`config.mk`:
```
export PLATFORM = sky130hd
export DESIGN_NAME = dcpmc_top
export DESIGN_NICKNAME = d
export VERILOG_FILES = /design/src/core/dcpmc_pkg.sv /design/src/core/dcpmc_core_if.sv /design/src/core/dcpmc_core_track.sv /design/src/core/dcpmc_top.sv
export SDC_FILE = /design/constraint.sdc
export NUM_CORES = 1
export LEC_CHECK = 0
export ABC_AREA = 1
export BUFFER_PORTS_ARGS = -buffer_cell sky130_fd_sc_hd__buf_2
export CAP_MARGIN = 25
export CORE_MARGIN = 2
export CORE_UTILIZATION = 43
export DETAILED_ROUTE_END_ITERATION = 8
export PLACE_DENSITY = 0.77
export SLEW_MARGIN = 20
export SYNTH_ARGS = -nofsm -noshare
export SYNTH_HDL_FRONTEND = slang
export SYNTH_SLANG_ARGS = --single-unit
```
`constraint.sdc`:
```
create_clock -name clk_sys_in -period 0.9 [get_ports clk_sys_in]
set_input_delay 0.135 -clock clk_sys_in [delete_from_list [all_inputs] [get_ports clk_sys_in]]
set_output_delay 0.135 -clock clk_sys_in [all_outputs]
set_load 0.01 [all_outputs]
```
`src/core/dcpmc_pkg.sv`:
```
/*
  shared constants and types for the dual-core power mode controller.
  assumes nothing beyond a systemverilog compiler.
*/
package dcpmc_pkg;
  localparam int DCPMC_NUM_CORES = 2;
  localparam int DCPMC_SYS_MODE_W = 2;
  // system power-down selection encodings
  localparam logic [1:0] DCPMC_SEL_DEEP_SLEEP = 2'h0;
  localparam logic [1:0] DCPMC_SEL_POWER_DOWN = 2'h1;
  localparam logic [1:0] DCPMC_SEL_DEEP_PD = 2'h2;
  localparam logic [1:0] DCPMC_SEL_RESET = 2'h0;
  // memory retention per mode: 1 keeps memory powered
  localparam logic DCPMC_RET_DEEP_SLEEP = 1'h1;
  localparam logic DCPMC_RET_POWER_DOWN = 1'h1;
  localparam logic DCPMC_RET_DEEP_PD = 1'h0;
  typedef enum logic [2:0] {
    DCPMC_MODE_ACTIVE,
    DCPMC_MODE_SLEEP,
    DCPMC_MODE_DEEP_SLEEP,
    DCPMC_MODE_POWER_DOWN,
    DCPMC_MODE_DEEP_PD
  } dcpmc_mode_t;
  typedef enum logic {
    DCPMC_CORE_ACTIVE,
    DCPMC_CORE_SLEEP
  } dcpmc_core_st_t;
endpackage

```
`src/core/dcpmc_core_if.sv`:
```
/*
  per-core carrier between the top controller and the core tracker.
  assumes one clock shared by both ends.
*/
`timescale 1ns/1ps
`default_nettype none
interface dcpmc_core_if;
  logic wait_instr;
  logic wake;
  logic pd_enable;
  logic sys_entry;
  logic sys_active;
  logic waiting;
  logic clk_en;
  modport ctrl (
    output wait_instr, wake, pd_enable, sys_entry, sys_active,
    input waiting, clk_en
  );
  modport core (
    input wait_instr, wake, pd_enable, sys_entry, sys_active,
    output waiting, clk_en
  );
endinterface
`default_nettype wire

```
`src/core/dcpmc_core_track.sv`:
```
/*
  active/sleep tracker for one processor core.
  assumes synchronous inputs on clk_sys_in and a synchronous reset.
*/
`timescale 1ns/1ps
`default_nettype none
module dcpmc_core_track
  import dcpmc_pkg::*;
(
  // clock, reset, enable
  input wire logic clk_sys_in,
  input wire logic srst_in,
  input wire logic ce_in,
  // controller side
  dcpmc_core_if.core cif
);
  dcpmc_core_st_t state_reg;

  // each core sleeps and wakes on its own
  always_ff @(posedge clk_sys_in)
  begin
    if (srst_in)
      state_reg <= DCPMC_CORE_ACTIVE;
    else if (ce_in)
    begin
      unique case (state_reg)
        DCPMC_CORE_ACTIVE:
          if (cif.wait_instr && !cif.sys_active)
            state_reg <= DCPMC_CORE_SLEEP;
        DCPMC_CORE_SLEEP:
          // wake wins, but not while the system is powered down
          if (cif.wake && !cif.sys_active && !cif.sys_entry)
            state_reg <= DCPMC_CORE_ACTIVE;
      endcase
    end
  end

  assign cif.waiting = (state_reg == DCPMC_CORE_SLEEP) && cif.pd_enable;
  // sleeping core gets no clock, system mode stops it too
  assign cif.clk_en = (state_reg == DCPMC_CORE_ACTIVE)
    && !cif.sys_active;
endmodule
`default_nettype wire

```
`src/core/dcpmc_top.sv`:
```
/*
  dual-core power mode controller: per-core active/sleep and system-wide
  deep-sleep, power-down and deep power-down.
  assumes all inputs synchronous to clk_sys_in; wake events come from the
  always-on domain.
*/
// Operation
// - five modes: active, sleep, deep-sleep, power-down, deep power-down
// - active or sleep is held for each core separately
// - an active core keeps its clock running
// - a sleeping core gets no clock; peripherals and memory keep running
// - either core may sleep on its own whatever the other does
// - the three power-down modes are system-wide only
// - power-down stops both cores and all non-always-on peripherals
// - memory power follows the retention of the chosen power-down mode
// - only enabled active cores may request power-down; others ignored
// - with both enabled, power-down waits for both cores' wait instructions
`timescale 1ns/1ps
`default_nettype none
module dcpmc_top
  import dcpmc_pkg::*;
#(
  parameter int NUM_CORES = DCPMC_NUM_CORES
)
(
  // clock, reset, enable
  input wire logic clk_sys_in,
  input wire logic srst_in,
  input wire logic ce_in,
  // core requests
  input wire logic [1:0] wait_for_interrupt_instruction_in,
  input wire logic [1:0] wait_for_event_instruction_in,
  input wire logic [1:0] pd_enable_in,
  input wire logic [1:0] pd_sel_core0_in,
  input wire logic [1:0] pd_sel_core1_in,
  input wire logic [1:0] wake_in,
  // clock gating and power control
  output logic [1:0] core_clk_en_out,
  output logic periph_power_en_out,
  output logic mem_power_en_out,
  output logic pd_grant_out,
  output logic [2:0] mode_out
);
  generate
    if (NUM_CORES != 2)
    begin : g_bad
      $error("dcpmc_top serves exactly two cores");
    end
  endgenerate

  dcpmc_core_if cif0 ();
  dcpmc_core_if cif1 ();
  dcpmc_mode_t mode_reg;
  logic [1:0] sel_reg;
  logic [1:0] waiting;
  logic [1:0] wait_instr;
  logic entry;
  logic any_wake;
  logic [1:0] sel_next;

  assign wait_instr = wait_for_interrupt_instruction_in
    | wait_for_event_instruction_in;
  assign any_wake = |wake_in;

  // enabled cores must all be waiting, at least one enabled
  // a pending wake blocks entry so a woken system cannot fall straight back
  assign entry = (mode_reg == DCPMC_MODE_ACTIVE
    || mode_reg == DCPMC_MODE_SLEEP)
    && !any_wake
    && (|pd_enable_in)
    && ((waiting & pd_enable_in) == pd_enable_in);

  // selection from an enabled core only; core0 first
  always_comb
  begin
    sel_next = sel_reg;
    if (pd_enable_in[0] && wait_instr[0] && core_clk_en_out[0])
      sel_next = pd_sel_core0_in;
    else if (pd_enable_in[1] && wait_instr[1] && core_clk_en_out[1])
      sel_next = pd_sel_core1_in;
  end

  always_ff @(posedge clk_sys_in)
  begin
    if (srst_in)
      sel_reg <= DCPMC_SEL_RESET;
    else if (ce_in)
      sel_reg <= sel_next;
  end

  assign cif0.wait_instr = wait_instr[0];
  assign cif0.wake = wake_in[0];
  assign cif0.pd_enable = pd_enable_in[0];
  assign cif0.sys_entry = entry;
  assign cif1.wait_instr = wait_instr[1];
  assign cif1.wake = wake_in[1];
  assign cif1.pd_enable = pd_enable_in[1];
  assign cif1.sys_entry = entry;
  assign cif0.sys_active = mode_reg > DCPMC_MODE_SLEEP;
  assign cif1.sys_active = mode_reg > DCPMC_MODE_SLEEP;
  assign waiting = {cif1.waiting, cif0.waiting};

  dcpmc_core_track u_core0 (
    .clk_sys_in(clk_sys_in),
    .srst_in(srst_in),
    .ce_in(ce_in),
    .cif(cif0.core)
  );

  dcpmc_core_track u_core1 (
    .clk_sys_in(clk_sys_in),
    .srst_in(srst_in),
    .ce_in(ce_in),
    .cif(cif1.core)
  );

  // system mode
  always_ff @(posedge clk_sys_in)
  begin
    if (srst_in)
      mode_reg <= DCPMC_MODE_ACTIVE;
    else if (ce_in)
    begin
      unique case (mode_reg)
        DCPMC_MODE_ACTIVE, DCPMC_MODE_SLEEP:
          if (entry)
          begin
            unique case (sel_reg)
              DCPMC_SEL_POWER_DOWN: mode_reg <= DCPMC_MODE_POWER_DOWN;
              DCPMC_SEL_DEEP_PD: mode_reg <= DCPMC_MODE_DEEP_PD;
              default: mode_reg <= DCPMC_MODE_DEEP_SLEEP;
            endcase
          end
          else if (cif0.clk_en || cif1.clk_en)
            mode_reg <= DCPMC_MODE_ACTIVE;
          else
            mode_reg <= DCPMC_MODE_SLEEP;
        DCPMC_MODE_DEEP_SLEEP, DCPMC_MODE_POWER_DOWN, DCPMC_MODE_DEEP_PD:
          if (any_wake)
            mode_reg <= DCPMC_MODE_ACTIVE;
        default:
          mode_reg <= DCPMC_MODE_ACTIVE;
      endcase
    end
  end

  assign core_clk_en_out = {cif1.clk_en, cif0.clk_en};
  assign pd_grant_out = cif0.sys_active;

  always_ff @(posedge clk_sys_in)
  begin
    if (srst_in)
    begin
      periph_power_en_out <= 1'h1;
      mem_power_en_out <= 1'h1;
      mode_out <= 3'h0;
    end
    else if (ce_in)
    begin
      mode_out <= mode_reg;
      unique case (mode_reg)
        DCPMC_MODE_DEEP_SLEEP:
        begin
          periph_power_en_out <= 1'h0;
          mem_power_en_out <= DCPMC_RET_DEEP_SLEEP;
        end
        DCPMC_MODE_POWER_DOWN:
        begin
          periph_power_en_out <= 1'h0;
          mem_power_en_out <= DCPMC_RET_POWER_DOWN;
        end
        DCPMC_MODE_DEEP_PD:
        begin
          periph_power_en_out <= 1'h0;
          mem_power_en_out <= DCPMC_RET_DEEP_PD;
        end
        default:
        begin
          periph_power_en_out <= 1'h1;
          mem_power_en_out <= 1'h1;
        end
      endcase
    end
  end
endmodule
`default_nettype wire

```
==> results of run 1 <==
## through the flow
step / utilization (%) / cells
2_1_floorplan: - / 100
3_3_place_gp: 59.7 / 149
3_5_place_dp: 59.7 / 149
4_1_cts: 66.4 / 158
5_1_grt: 70.1 / 159
6_report: 70.1 / 159
## layout make-up
class	count	area (um^2)	share of cell area [%]
clock buffer	4	36.3	3.48
inverter	16	62.6	6.00
timing repair buffer	42	278	26.6
multi-input combinational	69	395	37.9
tap	16	20.0	1.92
sequential	12	251	24.1
## cells in the final DEF (no fill, tap or decap), drive strengths merged, types with 4 or more instances in the layout
master  count
a21oi       8
nor2       13
o21ai       7
inv        16
nand3       8
dfxtp      12
clkbuf      4
nand2      27
buf        42
## metal layers
metal | routed length [um] | track usage (%) | share of wire [%] | vias to the layer above
met4 | 38 | 7.27 | 2.0 | 0
li1 | - | - | - | 402
met2 | 945 | 38.5 | 49 | 21
met3 | 83 | 2.50 | 4.3 | 4
met5 | 0 | 0 | 0 | -
met1 | 875 | 27.1 | 45 | 364
## worst paths after layout
path | start | to | slack (ns) | cells after the start
setup / recovery | mode_reg[1]$_SDFFE_PP0P_ | sel_reg[1]$_SDFFE_PP0P_ | -0.31 | 9
hold / removal | srst_in | mode_out[2]$_SDFFE_PP0P_ | 0.05 | 2
setup reg to reg | mode_reg[1]$_SDFFE_PP0P_ | sel_reg[1]$_SDFFE_PP0P_ | -0.31 | 9
hold reg to reg | periph_power_en_out$_SDFFE_PP1P_ | periph_power_en_out$_SDFFE_PP1P_ | 0.47 | 2
## critical path, delay by kind of cell, from the launching register on
kind	cells	cell delay, ns
DFF	1	0.36
buffers and inverters	3	0.31
and+or+nand+nor	6	0.48
## power by group
| group | internal, mW | switching [mW] | total (mW) |
|---|---|---|---|
| sequential | 0.577 | 0.0312 | 0.609 |
| combinational | 0.271 | 0.288 | 0.559 |
| clock | 0.246 | 0.195 | 0.442 |
| total | 1.09 | 0.515 | 1.61 |
## cell families (layout without fill, tap and decap cells)
logic type | count (synthesis) | in the layout | synth area share, %
buffers and inverters | 19 | 62 | 12.8
AOI/OAI and AO/OA | 20 | 20 | 17.2
DFF | 12 | 12 | 35.5
and+or+nand+nor | 49 | 49 | 34.6
## timing repair
item	in CTS	in global routing
buffers inserted	5	1
gates resized for setup	8	16
setup endpoints to repair	12	17
pin swaps	4	7
==> flow_summary.yaml, run 1 <==
synthesis:
  synth_nets: 115
  seq_area_frac_synth_pct: 35.5
  netlist_instances: 100
  synthTopCellsByArea: "dfxtp_1 (35%), nand2_1 (12%), inv_1 (7.2%)"
  synth_warnings: 0
  async_flop_share_pct: 0
  synth_top_area_cell: "dfxtp_1"
  synth_edf_count: 0
  syn_area_um2: 677
  synth_cell_type_count: 21
  synth_common_cells: "nand2_1 (22), inv_1 (13), dfxtp_1 (12)"
  yosysMostFrequentCell: "nand2_1"
  synth_seq_cells: 12
  syn_area_per_cell_um2: 6.77
  synth_top_area_share_pct: 35.5
  ys.flop_type: "dfxtp_1"
die:
  initial_utilization_pct: 45.5
  io_pins: 23
  core_area_mm2: 0.00149
  die_h_um: 43.7
  fp.dieW_um: 43.7
  rows: 14
  die-area_mm2: 0.00191
timing:
  hold_viol: 0
  tns_ns: -3.01
  tightest_slew_ns: 0.258
  finalWorstSetupSlack_ns: -0.313
  relSlewSlack_pct: 82.8
  hold_ws_ns: 0.0503
  finalSetupViolCount: 12
  skew_ns: 0.00312
  min_period_ns: 1.21
  fmax_mhz: 824
  drv_slew: 0
  rsz0062_at_grt: "true"
  fin_crit_sh_pct: 135
clock_network:
  clock-sinks: 12
  hold_buffers: 0
  clkLatencyLatePin_ns: 0.28
  cts_tree: "built"
  clk_pin_slew_ns: 0.08
  cts_buffer_depth: 2
  cts_buffers: 3
  root_buffer: "clkbuf_4"
  htreeDepth: 1
power_and_ir_drop:
  ir_drop_v: 0.000732
  power_density_mw_per_mm2: 1540
  p_leak_nw: 0.537
  power_mw: 1.61
critical_path:
  cp_max_fo: 4
  cp.required_ns: 1.12
  crit_chain: "inv_4, nand2_4, buf_6, nor2_4, buf_4, nand3_1, nand2_1, nor2_2, nor2_1"
  path_class: "flip-flop to flip-flop"
  critPathArrivalTime_ns: 1.43
  slowest_stage: "dfxtp_4"
  max_stage_delay_ns: 0.36
  endpoint_kind: "flip-flop"
  setup.worst_path.start_class: "flip-flop"
grt:
  grt_max_degree: 9
  antenna_found_initial: 0
  overflow: 0
  grt_pass1_vias: 770
  gr-usage-all-layers_pct: 21.8
  grt_first_pass_wirelength_um: 3160
detailed_routing:
  vias: 791
  wl_um: 1940
  wl_per_cell_um: 12.2
  viasPerCell: 4.97
  drc_errors: 0
  dr.pass1.iters: 4
  ant_nets: 0
  first_iter_violations: 19
status:
  violations: "negative setup slack"
  outcome: "finished, violations left"
cells_and_area:
  fillers: 127
  drive_gt1_share_pct: 53.8
  synthToLayoutAreaGrowth_pct: 54.2
  final_nets: 159
  design_area_mm2: 0.00104
  antennaDiodeCount: 0
placed_design:
  port_buffers: 22
  dp_slack_ns: -0.186
  place_congestion: 0.779
  dpl.hpwl_um: 1220
  dpl_cell_area_um2: 890
min_path:
  min_path_type: "input pin to flip-flop"
run:
  maxCapViolCount: 0
Power figures use the tool's default switching activity.
==> inputs of run 2 (changes only) <==
--- a/config.mk
+++ b/config.mk
@@ -5,9 +5,8 @@
 export SDC_FILE = /design/constraint.sdc
 export NUM_CORES = 1
 export LEC_CHECK = 0
-export ABC_AREA = 1
 export BUFFER_PORTS_ARGS = -buffer_cell sky130_fd_sc_hd__buf_2
-export CAP_MARGIN = 25
+export CAP_MARGIN = 0
 export CORE_MARGIN = 2
 export CORE_UTILIZATION = 43
 export DETAILED_ROUTE_END_ITERATION = 8
==> run 2 against run 1 <==
The run still ends with negative setup slack left. Combinational power down 37%. Global-route usage up 1.1 points. Final area grew 0.36%. Largest cell class unchanged. Wire length is 3.6% higher. Highest routed layer unchanged.
==> flow_summary.yaml, run 2 <==
grt:
  gr-usage-all-layers_pct: 22.9
  grt_max_degree: 14
  antenna_found_initial: 0
  overflow: 0
  grt_first_pass_wirelength_um: 3260
  grt_pass1_vias: 743
timing:
  finalSetupViolCount: 12
  finalWorstSetupSlack_ns: -0.445
  fmax_mhz: 743
  tns_ns: -3.73
  fin_crit_sh_pct: 149
  relSlewSlack_pct: 78.9
  drv_slew: 0
  hold_viol: 0
  tightest_slew_ns: 0.314
  min_period_ns: 1.35
  skew_ns: 0.00796
  rsz0062_at_grt: "true"
synthesis:
  synth_nets: 95
  netlist_instances: 80
  synth_top_area_cell: "dfxtp_1"
  syn_area_per_cell_um2: 8.60
  ys.flop_type: "dfxtp_1"
  synthTopCellsByArea: "dfxtp_1 (35%), nor2_1 (8.7%), mux2i_1 (7.3%)"
  yosysMostFrequentCell: "nor2_1"
  async_flop_share_pct: 0
  synth_top_area_share_pct: 34.9
  seq_area_frac_synth_pct: 34.9
  synth_edf_count: 0
  synth_warnings: 0
  syn_area_um2: 688
  synth_cell_type_count: 30
  synth_seq_cells: 12
  synth_common_cells: "nor2_1 (16), dfxtp_1 (12), a21oi_1 (6)"
critical_path:
  cp.required_ns: 0.76
  slowest_stage: "dfxtp_2"
  cp_max_fo: 3
  cp.buffers_inverters: 2
  r2r_slack_ns: -0.37
  endpoint_kind: "primary output"
  crit_chain: "or2_4, buf_6, nor2_1, buf_2"
  path_class: "flip-flop to primary output"
  critPathArrivalTime_ns: 1.21
  setup.worst_path.start_class: "flip-flop"
  critical_path.top_delay_family: "simple AND/OR/NAND/NOR gates"
  max_stage_delay_ns: 0.33
power_and_ir_drop:
  p_sw_mw: 0.386
  combPwrFrac_pct: 25.6
  power_mw: 1.37
  sw_frac_of_total_pct: 28.2
  seqPwrFrac_pct: 41.6
  pwr-share-clk_pct: 32.8
  power_density_mw_per_mm2: 1310
  ir_drop_v: 0.000807
  internal-power_mw: 0.983
  p_leak_nw: 0.482
die:
  rows: 14
  core_area_mm2: 0.00151
  initial_utilization_pct: 45.7
  die-area_mm2: 0.00194
  fp.dieW_um: 44.0
  die_h_um: 44.0
  io_pins: 23
clock_network:
  cts_buffers: 3
  htreeDepth: 1
  cts_buffer_depth: 2
  clkLatencyLatePin_ns: 0.28
  cts_tree: "built"
  clk_pin_slew_ns: 0.09
  root_buffer: "clkbuf_4"
  clock-sinks: 12
run:
  maxCapViolCount: 0
cells_and_area:
  regArea_um2: 245
  final_cell_mix: "buf_2 (21), buf_4 (18), nor2_1 (14)"
  synthToLayoutAreaGrowth_pct: 52.2
  final_common_cell: "buf_2"
  antennaDiodeCount: 0
  multi_input_area_um2: 442
  drive_gt1_share_pct: 53.7
  fillers: 113
  final_nets: 139
status:
  outcome: "finished, violations left"
  violations: "negative setup slack"
min_path:
  min_path_type: "input pin to flip-flop"
detailed_routing:
  drc_errors: 0
  wl_per_cell_um: 14.5
  viasPerCell: 5.72
  dr.pass1.iters: 4
  ant_nets: 0
  vias: 795
  first_iter_violations: 30
  wl_um: 2010
placed_design:
  place_congestion: 0.807
  port_buffers: 22
  dpl.hpwl_um: 1430
==> run 2: worst paths after layout <==
path,cells past startpoint,endpoint,start
setup / recovery,4,core_clk_en_out[1],mode_reg[2]$_SDFFE_PP0P_
hold / removal,2,u_core0.state_reg$_SDFFE_PP0P_,wake_in[0]
setup reg to reg,5,mode_reg[0]$_SDFFE_PP0P_,mode_reg[2]$_SDFFE_PP0P_
hold reg to reg,2,periph_power_en_out$_SDFFE_PP1P_,periph_power_en_out$_SDFFE_PP1P_
==> run 2: cell families (layout without fill, tap and decap cells) <==
logic type	after synthesis	count (layout)	synth area share, %
and+or+nand+nor	37	37	31.5
AOI/OAI and AO/OA	19	19	19.3
muxes	5	5	7.27
DFF	12	12	34.9
buffers and inverters	7	50	7.09
==> run 2: metrics by stage <==
step	cells	worst slack (ns)	hold slack [ns]	utilization, %	instance area, um^2
floorplan	80	-0.400	0.229	-	699
global placement	134	-0.397	0.448	62.8	946
detailed placement	134	-0.450	0.450	62.8	946
CTS	139	-0.443	0.153	67.4	1010
global route	139	-0.477	0.184	69.5	1050
finish	139	-0.445	0.152	69.5	1050
==> run 2: final cells by class <==
cell class                 instances  share of cell area, %
multi-input combinational         61                   42.2
timing repair buffer              44                   28.3
sequential                        12                   23.4
clock buffer                       4                   3.46
tap                               16                   1.91
inverter                           2                  0.717
==> run 2: power by group through the flow <==
stage	registers (mW)	logic [mW]	clock network, mW
2_1_floorplan	0.586	0.167	0
3_3_place_gp	0.580	0.306	0
3_5_place_dp	0.580	0.315	0
4_1_cts	0.569	0.328	0.448
5_1_grt	0.572	0.380	0.479
6_report	0.569	0.351	0.449
==> run 2: repair_timing <==
| action | in CTS | in global routing |
|---|---|---|
| endpoints found under the setup margin | 12 | 14 |
| pin swaps | 6 | 6 |
| buffers inserted | 1 | 0 |
| resized for setup | 8 | 9 |
| hold buffers | 0 | 0 |
==> run 2: routing by layer <==
layer / up-vias / global-route usage, % / part of all wire (%)
li1: 374 / - / -
met1: 373 / 27.1 / 41
met2: 36 / 38.8 / 50
met3: 12 / 5.00 / 4.8
met4: 0 / 10.9 / 3.4
met5: - / 0 / 0
